==> src/hw/cbdf_pkg.sv <==
package cbdf_pkg;
  // Register byte offsets on the AXI4-Lite slave.
  localparam logic [7:0] REG_CTRL = 8'h00;
  localparam logic [7:0] REG_STORE_MASK = 8'h04;
  localparam logic [7:0] REG_LENGTH = 8'h08;
  localparam logic [7:0] REG_SERIAL = 8'h0C;
  localparam logic [7:0] REG_DELIM = 8'h10;
  localparam logic [7:0] REG_CMD = 8'h14;
  localparam logic [7:0] REG_STATUS = 8'h18;
  // Field positions.
  localparam int CTRL_FAST_BIT = 0;
  localparam int CTRL_DUAL_BIT = 1;
  localparam int SER_OPT_LSB = 8;
  localparam int OPT_DATA8_BIT = 0;
  localparam int CMD_KIND_LSB = 24;
  localparam int STAT_BUSY_BIT = 0;
  localparam int STAT_ERR_BIT = 1;
  localparam int STAT_DONE_BIT = 2;
  localparam int MASK_W = 22;
  localparam int DIGITS = 10;
  // Reset values.
  localparam logic [7:0] DELIM_RST = 8'h2C;
  localparam logic [3:0] SER_BAUD_RST = 4'hB;
  localparam logic [4:0] SER_OPT_RST = 5'h01;
  localparam logic [16:0] LEN_RST = 17'h00001;
  // Curve numbering and limits.
  localparam logic [4:0] FREQ_LO_CURVE = 5'h0F;
  localparam logic [4:0] FREQ_HI_CURVE = 5'h10;
  localparam logic [4:0] MAX_SEL_SINGLE = 5'h10;
  localparam logic [4:0] MAX_SEL_DUAL = 5'h15;
  localparam logic [4:0] FAST_MAX_SINGLE = 5'h04;
  localparam logic [4:0] FAST_MAX_DUAL = 5'h07;
  localparam logic [3:0] BAUD_CODE_MAX = 4'hD;
  // Characters.
  localparam logic [7:0] CHAR_CR = 8'h0D;
  localparam logic [7:0] DELIM_MIN = 8'h20;
  localparam logic [7:0] DELIM_MAX = 8'h7D;
  localparam logic [7:0] CHAR_MINUS = 8'h2D;
  // Clock and baud divider.
  localparam int CLK_HZ = 20_000_000;
  localparam int OVERSAMPLE = 16;

  typedef enum logic [1:0] {
    DUMP_DEC,
    DUMP_BIN,
    DUMP_TAB,
    DUMP_BAD
  } cbdf_kind_t;

  // Oversampling divider for a rate code; rates are held in tenths of a baud.
  function automatic logic [15:0] baud_div(input logic [3:0] code);
    int b10;
    case (code)
      4'h0: b10 = 750;
      4'h1: b10 = 1100;
      4'h2: b10 = 1345;
      4'h3: b10 = 1500;
      4'h4: b10 = 3000;
      4'h5: b10 = 6000;
      4'h6: b10 = 12000;
      4'h7: b10 = 18000;
      4'h8: b10 = 20000;
      4'h9: b10 = 24000;
      4'hA: b10 = 48000;
      4'hB: b10 = 96000;
      4'hC: b10 = 192000;
      default: b10 = 384000;
    endcase
    baud_div = 16'((CLK_HZ * 10) / (OVERSAMPLE * b10));
  endfunction

  // Number of the lowest set bit of a curve mask, zero when empty.
  function automatic logic [4:0] first_one(input logic [MASK_W-1:0] m);
    first_one = 5'h00;
    for (int i = MASK_W - 1; i >= 0; i--) begin
      if (m[i]) begin
        first_one = 5'(i);
      end
    end
  endfunction
endpackage

==> src/hw/cbdf_dec_fmt.sv <==
`timescale 1ns/100ps
module cbdf_dec_fmt (
  input wire logic clk,
  input wire logic reset_n,
  input wire logic start,
  input wire logic [31:0] value,
  input wire logic ch_ready,
  output logic [7:0] ch,
  output logic ch_valid,
  output logic ch_last
);
  import cbdf_pkg::*;

  typedef enum logic [1:0] {F_IDLE, F_DIV, F_SIGN, F_OUT} cbdf_fmt_t;

  cbdf_fmt_t state_reg;
  logic [31:0] num_reg;
  logic [3:0] rem_reg;
  logic [4:0] bit_cnt_reg;
  logic neg_reg;
  logic [3:0] dig_reg [DIGITS];
  logic [3:0] depth_reg;
  logic [4:0] trial;
  logic [4:0] sub;
  logic ge;
  logic [3:0] digit;
  logic [31:0] quot;

  // One restoring step of division by ten per cycle.
  assign trial = {rem_reg, num_reg[31]};
  assign sub = trial - 5'h0A;
  assign ge = trial >= 5'h0A;
  assign digit = ge ? sub[3:0] : trial[3:0];
  assign quot = {num_reg[30:0], ge};

  // Digits are produced least significant first and sent from the top.
  always_comb begin
    ch = {4'h3, dig_reg[depth_reg - 4'h1]};
    ch_valid = 1'b0;
    ch_last = 1'b0;
    case (state_reg)
      F_SIGN: begin
        ch = CHAR_MINUS;
        ch_valid = neg_reg;
      end
      F_OUT: begin
        ch_valid = 1'b1;
        ch_last = depth_reg == 4'h1;
      end
      default: ch_valid = 1'b0;
    endcase
  end

  // Thirty-two cycles per digit keeps the divider to a few gates.
  always_ff @(posedge clk or negedge reset_n) begin
    if (!reset_n) begin
      state_reg <= F_IDLE;
      num_reg <= 32'h0;
      rem_reg <= 4'h0;
      bit_cnt_reg <= 5'h00;
      neg_reg <= 1'b0;
      depth_reg <= 4'h0;
      for (int i = 0; i < DIGITS; i++) begin
        dig_reg[i] <= 4'h0;
      end
    end else begin
      case (state_reg)
        F_IDLE: begin
          if (start) begin
            neg_reg <= value[31];
            num_reg <= value[31] ? 32'h0 - value : value;
            rem_reg <= 4'h0;
            bit_cnt_reg <= 5'h00;
            depth_reg <= 4'h0;
            state_reg <= F_DIV;
          end
        end
        F_DIV: begin
          num_reg <= quot;
          rem_reg <= digit;
          bit_cnt_reg <= bit_cnt_reg + 5'h01;
          if (bit_cnt_reg == 5'h1F) begin
            dig_reg[depth_reg] <= digit;
            depth_reg <= depth_reg + 4'h1;
            rem_reg <= 4'h0;
            if (quot == 32'h0) begin
              state_reg <= F_SIGN;
            end
          end
        end
        F_SIGN: begin
          if (!neg_reg || ch_ready) begin
            state_reg <= F_OUT;
          end
        end
        F_OUT: begin
          if (ch_ready) begin
            depth_reg <= depth_reg - 4'h1;
            if (depth_reg == 4'h1) begin
              state_reg <= F_IDLE;
            end
          end
        end
        default: begin
          state_reg <= F_IDLE;
        end
      endcase
    end
  end
endmodule

==> src/hw/cbdf_top.sv <==
// Function
// Binary point: two bytes MSB first; low frequency half unsigned.
// Binary dump sends exactly twice the curve length in data bytes.
// Binary dump puts no terminator between bytes, one terminator at end.
// Binary dump carries raw fixed-point values, never floating point.
// Standard selector is a stored curve number, 0..16 single, 0..21 dual.
// Frequency spans curves 15 (low) and 16 (high); binary sends each.
// Host rebuilds frequency as 65536 times upper plus unsigned lower.
// Host accepts very large binary blocks without loss.
// Binary dump needs eight-bit serial character frames at both ends.
// Fast mode binary: one curve, two bytes per point, MSB first.
// Fast selector codes 0..4 always, 5..7 only in dual modes.
// Tabular dump only in standard mode, refused in fast mode.
// Tabular mask nonzero, 17 bits single or 22 bits dual.
// Each set mask bit picks one curve; clear bits skip curves.
// Tabular row: values ascending, delimiter between, terminator after.
// Decimal and tabular dumps join both frequency halves into one value.
// Tabular dump writes fixed-point decimal text for every curve.
// Rate code 0..13 selects 75 up to 38400 baud.
// Option bits: eight data bits, parity, odd parity, echo, prompt.
// Delimiter accepts 13 or 32..125, sent between numeric values.
// Host keeps reading decimal responses until the whole curve arrives.
// Store mask bit number equals the curve's dump selector.
// Dump of a curve not stored is refused with parameter error, no data.
`timescale 1ns/100ps
module cbdf_top #(
  parameter int PT_W = 17,
  parameter logic [7:0] TERM_CHAR = cbdf_pkg::CHAR_CR
) (
  input wire logic CLK,
  input wire logic RESET_N,
  input wire logic [7:0] S_AXI_AWADDR,
  input wire logic S_AXI_AWVALID,
  output logic S_AXI_AWREADY,
  input wire logic [31:0] S_AXI_WDATA,
  input wire logic [3:0] S_AXI_WSTRB,
  input wire logic S_AXI_WVALID,
  output logic S_AXI_WREADY,
  output logic [1:0] S_AXI_BRESP,
  output logic S_AXI_BVALID,
  input wire logic S_AXI_BREADY,
  input wire logic [7:0] S_AXI_ARADDR,
  input wire logic S_AXI_ARVALID,
  output logic S_AXI_ARREADY,
  output logic [31:0] S_AXI_RDATA,
  output logic [1:0] S_AXI_RRESP,
  output logic S_AXI_RVALID,
  input wire logic S_AXI_RREADY,
  output logic [7:0] TX_DATA,
  output logic TX_VALID,
  input wire logic TX_READY,
  output logic CURVE_RD,
  output logic CURVE_FAST,
  output logic [4:0] CURVE_SEL,
  output logic [PT_W-1:0] CURVE_ADDR,
  input wire logic [15:0] CURVE_RDATA,
  output logic [3:0] SER_BAUD_CODE,
  output logic [15:0] SER_BAUD_DIV,
  output logic [4:0] SER_OPTS,
  output logic [7:0] DELIM_CHAR,
  output logic BUSY
);
  import cbdf_pkg::*;

  typedef enum logic [3:0] {
    S_IDLE, S_FETCH, S_WAIT, S_TAKE, S_HI, S_LO, S_FMT, S_SEP, S_TERM, S_STEP
  } cbdf_state_t;

  // Write and read sides of the register bus.
  logic aw_held_reg, w_held_reg;
  logic [7:0] aw_addr_reg;
  logic [31:0] wdata_reg;
  logic [3:0] wstrb_reg;
  logic do_write;
  logic addr_ok_w, addr_ok_r;
  logic [31:0] rd_mux;
  // Configuration and status.
  logic fast_cfg_reg, dual_cfg_reg;
  logic [MASK_W-1:0] store_mask_reg;
  logic [PT_W-1:0] len_reg;
  logic err_reg, done_reg;
  logic go_reg;
  cbdf_kind_t go_kind_reg;
  logic [MASK_W-1:0] go_arg_reg;
  // Command check.
  cbdf_kind_t cmd_kind;
  logic [MASK_W-1:0] cmd_arg, tab_mask;
  logic [4:0] cmd_sel, max_sel;
  logic cmd_ok;
  logic wr_err;
  // Dump engine.
  cbdf_state_t state_reg;
  cbdf_kind_t kind_reg;
  logic [4:0] sel_reg;
  logic [MASK_W-1:0] grp_mask_reg, rem_reg, rem_clr;
  logic [PT_W-1:0] point_reg;
  logic lo_phase_reg;
  logic [15:0] lo_reg;
  logic [31:0] value_reg;
  logic fmt_start_reg;
  logic end_pulse_reg;
  logic can_tx;
  logic is_freq;
  logic last_pt;
  logic [7:0] fmt_ch;
  logic fmt_valid, fmt_last, fmt_ready;

  // Byte-lane merge of a write into the old register contents.
  function automatic logic [31:0] merge(input logic [31:0] old,
                                        input logic [31:0] nw,
                                        input logic [3:0] strb);
    for (int i = 0; i < 4; i++) begin
      merge[8*i +: 8] = strb[i] ? nw[8*i +: 8] : old[8*i +: 8];
    end
  endfunction

  function automatic logic mapped(input logic [7:0] a);
    mapped = (a <= REG_STATUS) && (a[1:0] == 2'b00);
  endfunction

  assign do_write = aw_held_reg && w_held_reg && !S_AXI_BVALID;
  assign addr_ok_w = mapped(aw_addr_reg);
  assign addr_ok_r = mapped(S_AXI_ARADDR);

  // Address and data are taken independently and joined before the answer.
  always_ff @(posedge CLK or negedge RESET_N) begin
    if (!RESET_N) begin
      aw_held_reg <= 1'b0;
      w_held_reg <= 1'b0;
      S_AXI_AWREADY <= 1'b0;
      S_AXI_WREADY <= 1'b0;
      aw_addr_reg <= 8'h00;
      wdata_reg <= 32'h0;
      wstrb_reg <= 4'h0;
      S_AXI_BVALID <= 1'b0;
      S_AXI_BRESP <= 2'b00;
    end else begin
      if (S_AXI_AWREADY && S_AXI_AWVALID) begin
        aw_addr_reg <= S_AXI_AWADDR;
        aw_held_reg <= 1'b1;
        S_AXI_AWREADY <= 1'b0;
      end else if (!aw_held_reg) begin
        S_AXI_AWREADY <= 1'b1;
      end
      if (S_AXI_WREADY && S_AXI_WVALID) begin
        wdata_reg <= S_AXI_WDATA;
        wstrb_reg <= S_AXI_WSTRB;
        w_held_reg <= 1'b1;
        S_AXI_WREADY <= 1'b0;
      end else if (!w_held_reg) begin
        S_AXI_WREADY <= 1'b1;
      end
      if (do_write) begin
        aw_held_reg <= 1'b0;
        w_held_reg <= 1'b0;
        S_AXI_BVALID <= 1'b1;
        S_AXI_BRESP <= addr_ok_w ? 2'b00 : 2'b10;
      end else if (S_AXI_BREADY) begin
        S_AXI_BVALID <= 1'b0;
      end
    end
  end

  // Read data mux; unmapped words read zero with a slave error.
  always_comb begin
    rd_mux = 32'h0;
    case (S_AXI_ARADDR)
      REG_CTRL: begin
        rd_mux[CTRL_FAST_BIT] = fast_cfg_reg;
        rd_mux[CTRL_DUAL_BIT] = dual_cfg_reg;
      end
      REG_STORE_MASK: rd_mux[MASK_W-1:0] = store_mask_reg;
      REG_LENGTH: rd_mux[PT_W-1:0] = len_reg;
      REG_SERIAL: rd_mux = {19'h0, SER_OPTS, 4'h0, SER_BAUD_CODE};
      REG_DELIM: rd_mux[7:0] = DELIM_CHAR;
      REG_STATUS: begin
        rd_mux[STAT_BUSY_BIT] = BUSY;
        rd_mux[STAT_ERR_BIT] = err_reg;
        rd_mux[STAT_DONE_BIT] = done_reg;
      end
      default: rd_mux = 32'h0;
    endcase
  end

  // One read is answered in the cycle after its address is taken.
  always_ff @(posedge CLK or negedge RESET_N) begin
    if (!RESET_N) begin
      S_AXI_ARREADY <= 1'b0;
      S_AXI_RVALID <= 1'b0;
      S_AXI_RDATA <= 32'h0;
      S_AXI_RRESP <= 2'b00;
    end else begin
      if (S_AXI_ARREADY && S_AXI_ARVALID) begin
        S_AXI_RDATA <= rd_mux;
        S_AXI_RRESP <= addr_ok_r ? 2'b00 : 2'b10;
        S_AXI_RVALID <= 1'b1;
        S_AXI_ARREADY <= 1'b0;
      end else if (S_AXI_RVALID && S_AXI_RREADY) begin
        S_AXI_RVALID <= 1'b0;
        S_AXI_ARREADY <= 1'b1;
      end else if (!S_AXI_RVALID) begin
        S_AXI_ARREADY <= 1'b1;
      end
    end
  end

  // Command check; any refused dump sends nothing at all.
  always_comb begin
    cmd_kind = cbdf_kind_t'(wdata_reg[CMD_KIND_LSB +: 2]);
    cmd_arg = wdata_reg[MASK_W-1:0];
    cmd_sel = cmd_arg[4:0];
    tab_mask = cmd_arg;
    tab_mask[FREQ_HI_CURVE] = 1'b0;
    max_sel = dual_cfg_reg ? MAX_SEL_DUAL : MAX_SEL_SINGLE;
    cmd_ok = 1'b0;
    if (fast_cfg_reg) begin
      cmd_ok = (cmd_kind != DUMP_TAB) && (cmd_kind != DUMP_BAD) &&
               (cmd_arg[MASK_W-1:5] == 17'h0) &&
               (cmd_sel <= (dual_cfg_reg ? FAST_MAX_DUAL
                                         : FAST_MAX_SINGLE));
    end else if (cmd_kind == DUMP_TAB) begin
      cmd_ok = (tab_mask != 22'h0) &&
               (dual_cfg_reg || cmd_arg[MASK_W-1:17] == 5'h00) &&
               ((tab_mask & ~store_mask_reg) == 22'h0);
    end else if (cmd_kind != DUMP_BAD) begin
      cmd_ok = (cmd_arg[MASK_W-1:5] == 17'h0) && (cmd_sel <= max_sel) &&
               store_mask_reg[cmd_sel];
    end
    if (cmd_kind == DUMP_BIN && !SER_OPTS[OPT_DATA8_BIT]) begin
      cmd_ok = 1'b0;
    end
    if (len_reg == '0 || BUSY || go_reg) begin
      cmd_ok = 1'b0;
    end
    wr_err = 1'b0;
    if (do_write) begin
      case (aw_addr_reg)
        REG_CMD: wr_err = !cmd_ok;
        REG_SERIAL: wr_err = wstrb_reg[0] &&
                             wdata_reg[3:0] > BAUD_CODE_MAX;
        REG_DELIM: wr_err = wstrb_reg[0] && !(wdata_reg[7:0] == CHAR_CR ||
                             (wdata_reg[7:0] >= DELIM_MIN &&
                              wdata_reg[7:0] <= DELIM_MAX));
        default: wr_err = 1'b0;
      endcase
    end
  end

  // Software-written settings steer the dump engine and the serial port.
  always_ff @(posedge CLK or negedge RESET_N) begin
    if (!RESET_N) begin
      fast_cfg_reg <= 1'b0;
      dual_cfg_reg <= 1'b0;
      store_mask_reg <= '0;
      len_reg <= PT_W'(LEN_RST);
      SER_BAUD_CODE <= SER_BAUD_RST;
      SER_BAUD_DIV <= baud_div(SER_BAUD_RST);
      SER_OPTS <= SER_OPT_RST;
      DELIM_CHAR <= DELIM_RST;
      go_reg <= 1'b0;
      go_kind_reg <= DUMP_DEC;
      go_arg_reg <= '0;
    end else begin
      go_reg <= 1'b0;
      if (do_write && !wr_err) begin
        case (aw_addr_reg)
          REG_CTRL: begin
            if (wstrb_reg[0]) begin
              fast_cfg_reg <= wdata_reg[CTRL_FAST_BIT];
              dual_cfg_reg <= wdata_reg[CTRL_DUAL_BIT];
            end
          end
          REG_STORE_MASK: store_mask_reg <= MASK_W'(merge(
              32'(store_mask_reg), wdata_reg, wstrb_reg));
          REG_LENGTH: len_reg <= PT_W'(merge(32'(len_reg), wdata_reg,
                                             wstrb_reg));
          REG_SERIAL: begin
            if (wstrb_reg[0]) begin
              SER_BAUD_CODE <= wdata_reg[3:0];
              SER_BAUD_DIV <= baud_div(wdata_reg[3:0]);
            end
            if (wstrb_reg[1]) SER_OPTS <= wdata_reg[SER_OPT_LSB +: 5];
          end
          REG_DELIM: if (wstrb_reg[0]) DELIM_CHAR <= wdata_reg[7:0];
          REG_CMD: begin
            go_reg <= 1'b1;
            go_kind_reg <= cmd_kind;
            go_arg_reg <= cmd_arg;
          end
          default: go_reg <= 1'b0;
        endcase
      end
    end
  end

  // Sticky flags; a new event in the clearing cycle survives the clear.
  always_ff @(posedge CLK or negedge RESET_N) begin
    if (!RESET_N) begin
      err_reg <= 1'b0;
      done_reg <= 1'b0;
    end else begin
      if (wr_err) begin
        err_reg <= 1'b1;
      end else if (do_write && aw_addr_reg == REG_STATUS && wstrb_reg[0] &&
                   wdata_reg[STAT_ERR_BIT]) begin
        err_reg <= 1'b0;
      end
      if (end_pulse_reg) begin
        done_reg <= 1'b1;
      end else if (do_write && aw_addr_reg == REG_STATUS && wstrb_reg[0] &&
                   wdata_reg[STAT_DONE_BIT]) begin
        done_reg <= 1'b0;
      end
    end
  end

  assign can_tx = !TX_VALID || TX_READY;
  assign fmt_ready = (state_reg == S_FMT) && can_tx;
  assign is_freq = (sel_reg == FREQ_LO_CURVE || sel_reg == FREQ_HI_CURVE) &&
                   kind_reg != DUMP_BIN && !CURVE_FAST;
  assign last_pt = point_reg == len_reg - PT_W'(1);
  assign rem_clr = rem_reg & ~(MASK_W'(1) << sel_reg);

  cbdf_dec_fmt u_fmt (
    .clk(CLK),
    .reset_n(RESET_N),
    .start(fmt_start_reg),
    .value(value_reg),
    .ch_ready(fmt_ready),
    .ch(fmt_ch),
    .ch_valid(fmt_valid),
    .ch_last(fmt_last)
  );

  // Dump engine: fetch a point, then send it as bytes or decimal text.
  always_ff @(posedge CLK or negedge RESET_N) begin
    if (!RESET_N) begin
      state_reg <= S_IDLE;
      kind_reg <= DUMP_DEC;
      sel_reg <= 5'h00;
      grp_mask_reg <= '0;
      rem_reg <= '0;
      point_reg <= '0;
      lo_phase_reg <= 1'b0;
      lo_reg <= 16'h0;
      value_reg <= 32'h0;
      fmt_start_reg <= 1'b0;
      end_pulse_reg <= 1'b0;
      TX_DATA <= 8'h00;
      TX_VALID <= 1'b0;
      CURVE_RD <= 1'b0;
      CURVE_FAST <= 1'b0;
      CURVE_SEL <= 5'h00;
      CURVE_ADDR <= '0;
      BUSY <= 1'b0;
    end else begin
      CURVE_RD <= 1'b0;
      fmt_start_reg <= 1'b0;
      end_pulse_reg <= 1'b0;
      if (TX_READY) begin
        TX_VALID <= 1'b0;
      end
      case (state_reg)
        S_IDLE: begin
          if (go_reg) begin
            BUSY <= 1'b1;
            kind_reg <= go_kind_reg;
            CURVE_FAST <= fast_cfg_reg;
            point_reg <= '0;
            grp_mask_reg <= go_arg_reg & ~(MASK_W'(1) << FREQ_HI_CURVE);
            rem_reg <= go_arg_reg & ~(MASK_W'(1) << FREQ_HI_CURVE);
            sel_reg <= (go_kind_reg == DUMP_TAB) ?
                       first_one(go_arg_reg) : go_arg_reg[4:0];
            state_reg <= S_FETCH;
          end
        end
        S_FETCH: begin
          CURVE_RD <= 1'b1;
          CURVE_ADDR <= point_reg;
          CURVE_SEL <= is_freq ? FREQ_LO_CURVE : sel_reg;
          lo_phase_reg <= is_freq;
          state_reg <= S_WAIT;
        end
        S_WAIT: state_reg <= S_TAKE;
        S_TAKE: begin
          if (lo_phase_reg) begin
            lo_reg <= CURVE_RDATA;
            lo_phase_reg <= 1'b0;
            CURVE_RD <= 1'b1;
            CURVE_SEL <= FREQ_HI_CURVE;
            state_reg <= S_WAIT;
          end else begin
            value_reg <= is_freq ? {CURVE_RDATA, lo_reg}
                   : {{16{CURVE_RDATA[15]}}, CURVE_RDATA};
            if (kind_reg == DUMP_BIN) begin
              state_reg <= S_HI;
            end else begin
              fmt_start_reg <= 1'b1;
              state_reg <= S_FMT;
            end
          end
        end
        S_HI: begin
          if (can_tx) begin
            TX_DATA <= value_reg[15:8];
            TX_VALID <= 1'b1;
            state_reg <= S_LO;
          end
        end
        S_LO: begin
          if (can_tx) begin
            TX_DATA <= value_reg[7:0];
            TX_VALID <= 1'b1;
            state_reg <= S_STEP;
          end
        end
        S_FMT: begin
          if (fmt_valid && can_tx) begin
            TX_DATA <= fmt_ch;
            TX_VALID <= 1'b1;
            if (fmt_last) begin
              rem_reg <= rem_clr;
              sel_reg <= (kind_reg == DUMP_TAB) ? first_one(rem_clr)
                                                : sel_reg;
              state_reg <= (kind_reg == DUMP_TAB && rem_clr != '0) ?
                           S_SEP : S_TERM;
            end
          end
        end
        S_SEP: begin
          if (can_tx) begin
            TX_DATA <= DELIM_CHAR;
            TX_VALID <= 1'b1;
            state_reg <= S_FETCH;
          end
        end
        S_TERM: begin
          if (can_tx) begin
            TX_DATA <= TERM_CHAR;
            TX_VALID <= 1'b1;
            if (kind_reg == DUMP_BIN) begin
              BUSY <= 1'b0;
              end_pulse_reg <= 1'b1;
              state_reg <= S_IDLE;
            end else begin
              state_reg <= S_STEP;
            end
          end
        end
        S_STEP: begin
          if (!last_pt) begin
            point_reg <= point_reg + PT_W'(1);
            rem_reg <= grp_mask_reg;
            sel_reg <= (kind_reg == DUMP_TAB) ? first_one(grp_mask_reg)
                                              : sel_reg;
            state_reg <= S_FETCH;
          end else if (kind_reg == DUMP_BIN) begin
            state_reg <= S_TERM;
          end else begin
            BUSY <= 1'b0;
            end_pulse_reg <= 1'b1;
            state_reg <= S_IDLE;
          end
        end
        default: state_reg <= S_IDLE;
      endcase
    end
  end
endmodule

==> config.mk <==
export PLATFORM = sky130hd
export DESIGN_NAME = cbdf_top
export DESIGN_NICKNAME = d
export VERILOG_FILES = /design/src/hw/cbdf_pkg.sv /design/src/hw/cbdf_dec_fmt.sv /design/src/hw/cbdf_top.sv
export SDC_FILE = /design/constraint.sdc
export NUM_CORES = 1
export LEC_CHECK = 0
export BUFFER_PORTS_ARGS = -buffer_cell sky130_fd_sc_hd__buf_2
export CORE_ASPECT_RATIO = 0.5
export CORE_MARGIN = 1.5
export CORE_UTILIZATION = 50
export DETAILED_ROUTE_END_ITERATION = 10
export HOLD_SLACK_MARGIN = 0.15
export PLACE_DENSITY = 0.7
export SKIP_LAST_GASP = 1
export SLEW_MARGIN = 0
export SYNTH_ARGS = -nofsm -noshare
export SYNTH_HDL_FRONTEND = slang
export SYNTH_SLANG_ARGS = --single-unit
==> constraint.sdc <==
create_clock -name CLK -period 46.9 [get_ports CLK]
set_input_delay 9.38 -clock CLK [delete_from_list [all_inputs] [get_ports CLK]]
set_output_delay 9.38 -clock CLK [all_outputs]
set_load 0.05 [all_outputs]
Yosys cells after proc, flatten, opt, wreduce, memory -nomap -nowiden
Memory sizes are Yosys's and may differ from the RTL's.
Cells that the tools add are included.
{ "word_totals": {"inputBits": 76, "ff_bits": 415, "output_inout_bits": 108, "romBits": 304, "word_cells": 446, "n_memories": 1} }
{ "classes": {"order_cmp": 12, "addsub": 7, "n_bitwise": 7, "shifts": 1, "eq_ne": 60, "div": 1, "n_mux": 195, "n_reduce_logical": 98} }
{ "mem_list": {"columns": ["name", "words", "word_bits", "rd", "rd_ports_with_merged_regs", "write_ports", "line_no", "text"], "rows": [
  ["(no name shown)", 16, 19, 1, 0, 0, "cbdf_pkg.sv:53", "case (code)"]
]} }
{ "ops": {"columns": ["cell", "n"], "rows": [
  ["$mux W5", 77],
  ["$mux W22", 4],
  ["$mux W28", 3],
  ["$mux W4", 19],
  ["$pmux W22 S3", 1],
  ["$mux W32", 2],
  ["$pmux W32 S2", 1],
  ["$and A22 B22 Y22", 2],
  ["$mux W1", 44],
  ["$not A22 Y22", 2],
  ["$bwmux W40", 1],
  ["$eq A8 B4 Y1 const B", 5],
  ["$eq A8 B5 Y1 const B", 5],
  ["$mux W8", 5],
  ["$pmux W4 S10", 1],
  ["$pmux W8 S5", 1],
  ["$logic_not A17 Y1", 2],
  ["$mux W17", 2],
  ["$pmux W17 S2", 1],
  ["$reduce_and A3 Y1", 11],
  ["$div A29 B32 Y32 const A", 1],
  ["$logic_not A32 Y1", 1],
  ["$sub A1 B32 Y32 const A", 1],
  ["$mux W31", 1],
  ["other kinds (67)", 188]
]} }

Depth between registers and ports, before layout
Gate-level depths: netlist of run 1.
{ "logic_depth": {"word_depth": 29, "depth_mapped": 255, "depth_no_buf": 231} }

By module
A second synthesis of run 1 with hierarchy kept.
{ "hier_totals": {"cells_unflattened": 4914, "hier_area_um2": 40197.3} }
{ "by_module_without_submodules": {"columns": ["module", "seq_area_each_um2", "cells_each", "instances", "area_each_um2"], "rows": [
  ["cbdf_top", 8095.3, 4418, 1, 35082.4],
  ["cbdf_dec_fmt", 2202.1, 496, 1, 5114.9]
]} }

Worst setup path before layout of run 1
OpenSTA, ideal clock, no wires.
{ "synth_timing": {"kind": "reg2reg", "start": "register wdata_reg[2]", "end": "register SER_BAUD_DIV[0]", "t_required_ps": 46765, "path_stages_with_launch": 238, "n_path_buf": 35, "setup_time_ps": 135, "synth_period_minus_slack_ps": 49300, "arrival_time_ps": 49165, "path_slack_ps": -2400, "cell_sequence": "dfrtp_1 -> buf_2 -> clkbuf_1 -> clkbuf_1 -> clkbuf_1 -> a21oi_1 -> a21oi_1 -> ha_1 -> nand4_1 -> a21oi_1 -> o211a_1 -> nor3b_1 -> ha_1 -> a21o_1 -> a2111oi_2 -> a211oi_1 -> o21a_1 -> buf_2 -> (+202 left out) -> buf_6 -> nor2_1 -> a21oi_1 -> ha_1 -> a21o_1 -> a21oi_1 -> nor2b_1 -> o21ai_0 -> nand2b_1 -> a21oi_1 -> nor2b_1 -> o21ai_0 -> nand3_1 -> a221oi_1 -> nand3_1 -> o21ai_0 -> or4b_1 -> o211ai_1"} }
{ "synth_via": {"elab_chain_len": 14, "elab_cells_between_ends": 37, "cone_classes": "div: 1; order compare: 5; eq/ne: 1; mux: 12; bitwise: 1; reduce/logical: 16; memory: 1"} }
{ "synth_lines": {"columns": ["element", "line_no", "text"], "rows": [
  ["start, declared", "cbdf_top.sv:72", "logic [31:0] wdata_reg;"],
  ["start signal, assigned", "cbdf_top.sv:133", "wdata_reg <= 32'h0;"],
  ["start signal, assigned", "cbdf_top.sv:146", "wdata_reg <= S_AXI_WDATA;"],
  ["parallel branches: the longest is 14 deep, another holds $div A29 B32 Y32", null, null],
  ["end signal, assigned", "cbdf_top.sv:257", "SER_BAUD_DIV <= baud_div(SER_BAUD_RST);"],
  ["end signal, assigned", "cbdf_top.sv:280", "SER_BAUD_DIV <= baud_div(wdata_reg[3:0]);"],
  ["end, declared", "cbdf_top.sv:58", "output logic [15:0] SER_BAUD_DIV,"]
]} }
Parallel ways; which one is timed is not known. The select of a mux whose other input is x is not followed.
A chain may end at the register's enable or synchronous reset.

Worst setup path in the final report of run 1
{ "layout_timing": {"start": "register wdata_reg[0]", "end": "register SER_BAUD_DIV[0]"} }
The elaborated chain is that of the path after synthesis.

==> flow_summary.yaml, run 1 <==
setup_path:
  cp_data_required_time_ps: 47380
  slowest_delay_ps: 600
  crit_top_cell: "a21o_1"
  critPathLaunch: "wdata_reg[0]"
  r2r_start: "wdata_reg[0]"
  reg2reg_to: "SER_BAUD_DIV[0]"
  end_kind: "flop"
  critPathSlowestCell: "or4b_4"
  r2r_setup_slack_ps: 2170
  crit_type: "reg -> reg"
  startpoint_type: "flop"
  arrival_ps: 45200
  critPathMaxFanout: 28
  r2r_cells: 212
cells_and_area:
  final_cell_mix: "565 x nand2_1, 497 x nor2_1, 405 x a21oi_1"
  fillers: 7108
  fin_nets: 5633
  syn_to_final_growth_pct: 15.7
  largest_reg_flops: 40
  n_antenna_cell: 0
  mostFrequentLayoutCell: "nand2_1"
  drive_gt1_share_pct: 19.9
min_path:
  worstHoldPathType: "reg -> reg"
  worstHoldPathCells: 2
  min_delay_worst_endpoint: "SER_BAUD_DIV[1]"
  hold_start: "SER_BAUD_DIV[1]"
floorplan:
  fp-row-count: 72
  initial_core_util_pct: 50.8
  die_area_sq_um: 80900
  die_x_um: 401
  die_y_um: 202
  design.core.area_sq_um: 77800
  ios: 184
global_routing:
  grt_use_total_pct: 30.3
  overflow: 0
  antenna_found_initial: 1
  grt_pass1_wl_um: 200000
  grt_max_degree: 176
  grt_pass1_vias: 37200
  grt_use_met3_pct: 3.39
  grt_util_met1_pct: 40.2
  grt.met2_usage_pct: 50.6
  grt.busiest_layer: "met2"
drt:
  vias_per_cell: 6.20
  routedWlPerCell_um: 20.2
  first_iter_violations: 3417
  firstDrtPassIters: 6
  vias: 39100
  final_antenna_net_count: 0
  drc: 0
  routed_wl_um: 127000
place:
  port_buffers: 162
  place_worst_setup_slack_ps: -1220
  hpwl_um: 95000
  place_congestion: 0.991
synth:
  synthesis.area_sq_um: 39600
  yosysWarnings: 0
  synth_ff_type: "dfrtp_1"
  async_flop_share_pct: 100
  synth_cell_types: 128
  netlist_instances: 4889
  ys_ff_latch: 411
  synth_edf_count: 0
  ys_seq_area_share_pct: 26.0
  avgSynthCellArea_sq_um: 8.09
sta:
  fmax_ghz: 0.0224
  hold_viol_final: 0
  drv_slew: 0
  worst_slack_ps: 2170
  fin_skew_ps: 18.1
  fin_worst_hold_slack_ps: 466
  tightest_slew_ps: 1230
  setup-tns-final_ps: 0
  fin_crit_ps: 44730
  period_share_pct: 95.4
  relSlewSlack_pct: 17.6
  setup_viol: 0
run_status:
  status: "finished, final reports clean"
clock_tree:
  clk_pin_slew_ps: 70
  clkLatencyLatePin_ps: 610
  cts_buffers: 42
  cts.htree.levels: 2
  cts_tree: "done"
  ctsRootBufferMaster: "clkbuf_16"
  cts_sinks: 411
  clk_path_buf_depth: 3
  ctsHoldBuffers: 0
job:
  max_cap_violations: 0
-- layer usage --
metal	wire length [um]	share of wire, %
met1	55000	43
met4	5140	4.0
met3	8150	6.4
met5	0	0
met2	58900	46
-- cell usage after synthesis (46+ instances only) --
cell      number  area share (%)
nor2_1       508             4.8
nand2b_1      68             1.1
o21a_1        92             1.7
o21ai_0      390             4.9
inv_1        141             1.3
nand4_1       51            0.81
clkbuf_1     130             1.2
nand3_1       90             1.1
ha_1         321              10
xnor2_1      138             3.1
a21o_1       118             2.2
mux2_2       219             6.2
nor2b_1       46            0.73
a21oi_1      433             5.5
nor3_1       111             1.4
or3_1         46            0.73
nand2_1      568             5.4
mux2i_1       57             1.4
xor2_1       124             2.7
dfrtp_1      401              25
-- worst max-delay path by stage --
stage / end / cells after the start
after CTS: SER_BAUD_DIV[0] / 210
after floorplan: SER_BAUD_DIV[0] / 239
after global routing: SER_BAUD_DIV[0] / 222
after detailed placement: SER_BAUD_DIV[0] / 215
after global placement: SER_BAUD_DIV[0] / 215
final: SER_BAUD_DIV[0] / 212
-- per-stage QoR --
stage                     cell area (sq um)  util (%)  std cells
after detailed placement              43300      55.6       6189
after floorplan                       39800         -       4908
after global routing                  45800      58.8       6304
after CTS                             44900      57.6       6267
after global placement                43300      55.6       6189
final                                 45800      58.8       6304
-- logic make-up after synthesis --
family,Yosys count,synth area share [%]
XOR/XNOR,262,5.80
AND/OR/NAND/NOR,1710,20.2
adder cells (fa/ha/maj),322,10.2
other,2,0.0190
buffers and inverters,336,3.53
AO/OA/AOI/OAI,1549,25.6
flip-flops,411,26.0
multiplexers,297,8.68
-- repair_timing --
item | 4_1_cts | 5_1_grt
cloned | 0 | 2
pin swaps | 3 | 41
buffers inserted | 1 | 35
endpoints found under the setup margin | 1 | 2
gates resized for setup | 24 | 149
-- worst max-delay path: cells and delay by family (launching register included) --
kind / cells / cell delay, ps
compound gates: 130 / 26040
simple gates: 39 / 7470
fa+ha+maj: 19 / 5670
buf+inv: 18 / 3010
mux: 6 / 1850
flops: 1 / 400
-- final cells by class --
class / count / area (sq um) / share of cell area (%)
well taps: 1036 / 1300 / 2.83
flip-flops and latches: 411 / 10300 / 22.5
repair buffers: 474 / 3270 / 7.15
inverters: 145 / 548 / 1.20
clock inverters: 18 / 284 / 0.620
clock buffers: 59 / 1240 / 2.72
multi-input cells: 4161 / 28800 / 63.0
Power of run 1 is left out: the tool's default activity adds up to more than one toggle a clock period on the data nets, which glitch-free logic cannot reach.
==> run 2: changes to the inputs <==
Settings changed: REMOVE_ABC_BUFFERS set to 1.
==> run 2 against run 1 <==
  * Worst hold slack better by 3.2 ps
  * Design area rose by 2.3%
  * Non-clock buffer count rose by 174
  * First-iteration DRC count decreased by 7.5%
  * Sequential share of layout area is 0.52 points lower
  * Sequential cell count is the same
  * Register-to-register slack better by 80 ps
  * Maximum frequency grew 0.18%
  * Die area unchanged
  * Clock-buffer cell count shrank 1
  * Critical endpoint unchanged
  * Largest cell class unchanged
  * Highest routed layer unchanged
==> flow_summary.yaml, run 2 (same netlist as run 1, synthesis figures left out) <==
setup_path:
  crit_buf_inv: 14
  critPathMaxFanout: 16
  crit_family: "compound AO/OA/AOI/OAI gates"
  crit_top_cell: "ha_1"
  slowest_delay_ps: 630
  critPathSlowestCell: "or4b_4"
  end_kind: "flop"
  r2r_setup_slack_ps: 2250
  arrival_ps: 45100
  startpoint_type: "flop"
  crit_type: "reg -> reg"
  cp_data_required_time_ps: 47360
sta:
  fin_worst_hold_slack_ps: 469
  drv_slew: 0
  fmax_ghz: 0.0224
  hold_viol_final: 0
  relSlewSlack_pct: 19.2
  tightest_slew_ps: 1200
  fin_skew_ps: 34.1
  period_share_pct: 95.2
  fin_crit_ps: 44650
  setup_viol: 0
drt:
  routedWlPerCell_um: 19.7
  wl_met3_um: 7620
  first_iter_violations: 3161
  firstDrtPassIters: 6
  vias: 39700
  final_antenna_net_count: 0
  routed_wl_um: 128000
  met1Wirelength_um: 55500
  drc: 0
  vias_per_cell: 6.13
  top_layer_used: "met4"
  wl_met2_um: 59300
clock_tree:
  clk_path_buf_depth: 3
  clk_pin_slew_ps: 70
  clkLatencyLatePin_ps: 600
  ctsHoldBuffers: 0
  cts_tree: "done"
  ctsRootBufferMaster: "clkbuf_16"
  cts_sinks: 411
  cts.htree.levels: 2
  cts_buffers: 43
floorplan:
  initial_core_util_pct: 50.8
  die_area_sq_um: 80900
  die_y_um: 202
  design.core.area_sq_um: 77800
  ios: 184
  die_x_um: 401
  fp-row-count: 72
global_routing:
  grt_max_degree: 117
  grt_use_total_pct: 30.5
  antenna_found_initial: 0
  overflow: 0
  grt_pass1_wl_um: 202000
  grt_pass1_vias: 38300
cells_and_area:
  mostFrequentLayoutCell: "nand2_1"
  largest_reg_flops: 40
  n_antenna_cell: 0
  drive_gt1_share_pct: 22.2
  fin_nets: 5809
  final_cell_mix: "566 x nand2_1, 498 x nor2_1, 478 x buf_4"
  syn_to_final_growth_pct: 18.4
job:
  max_cap_violations: 0
place:
  place_congestion: 0.974
  hpwl_um: 96000
  port_buffers: 162
min_path:
  worstHoldPathType: "reg -> reg"
run_status:
  status: "finished, final reports clean"
==> run 2: changes by cell type in the layout (fill, tap and decap cells not counted), sizes merged <==
cell      change
clkbuf        -3
clkinvlp      -1
o21a          +1
bufinv        -2
buf         +176
clkinv        +1
inv           +2
==> run 2: per-stage QoR <==
step           setup TNS (ps)  setup slack [ps]  area [sq um]  std cells  util (%)
2_1_floorplan           -3830             -2960         38800       4717         -
3_3_place_gp             -197              -197         44600       6383      57.3
3_5_place_dp             -734              -734         44600       6383      57.3
4_1_cts                     0              77.4         46100       6459      59.3
5_1_grt                  -166              -166         46900       6478      60.2
6_report                    0              2250         46900       6478      60.2
==> run 2: worst min-delay path, cell delays in order, from the launching register on <==
cell and delay [ps]:
dfrtp_1 340, nand2_1 50, nand2_1 50
==> run 2: metal layers <==
layer / global-route usage (%) / vias up
li1: - / 19000
met1: 40.1 / 19000
met2: 52.5 / 1346
met3: 2.64 / 306
met4: 11.3 / 0
met5: 0 / -
==> run 2: area by class of cell <==
type                       count  area [sq um]
clock buffer                  58          1200
clock inverter                18           239
fill                        6930         31000
inverter                     145           544
multi-input combinational   4162         28800
sequential                   411         10300
tap                         1036          1300
timing repair buffer         648          4530
==> run 2: final timing paths <==
kind,depth (start not counted),endpoint,start
min reg2reg,2,CURVE_ADDR[8],CURVE_ADDR[8]
min,2,CURVE_ADDR[8],CURVE_ADDR[8]
max reg2reg,215,SER_BAUD_DIV[0],wdata_reg[1]
max,215,SER_BAUD_DIV[0],wdata_reg[1]
min in group asynchronous,1,u_fmt.dig_reg[9],RESET_N
max in group asynchronous,3,SER_BAUD_DIV[14],RESET_N
==> run 2: repair_timing <==
| action | CTS | global route |
|---|---|---|
| endpoints found under the setup margin | 1 | 2 |
| pin swaps | 2 | 39 |
| gates cloned | 0 | 1 |
| resized for setup | 20 | 149 |
| hold endpoints to repair | 0 | 0 |
| setup buffers | 0 | 18 |
Power of run 2 is left out for the same reason.
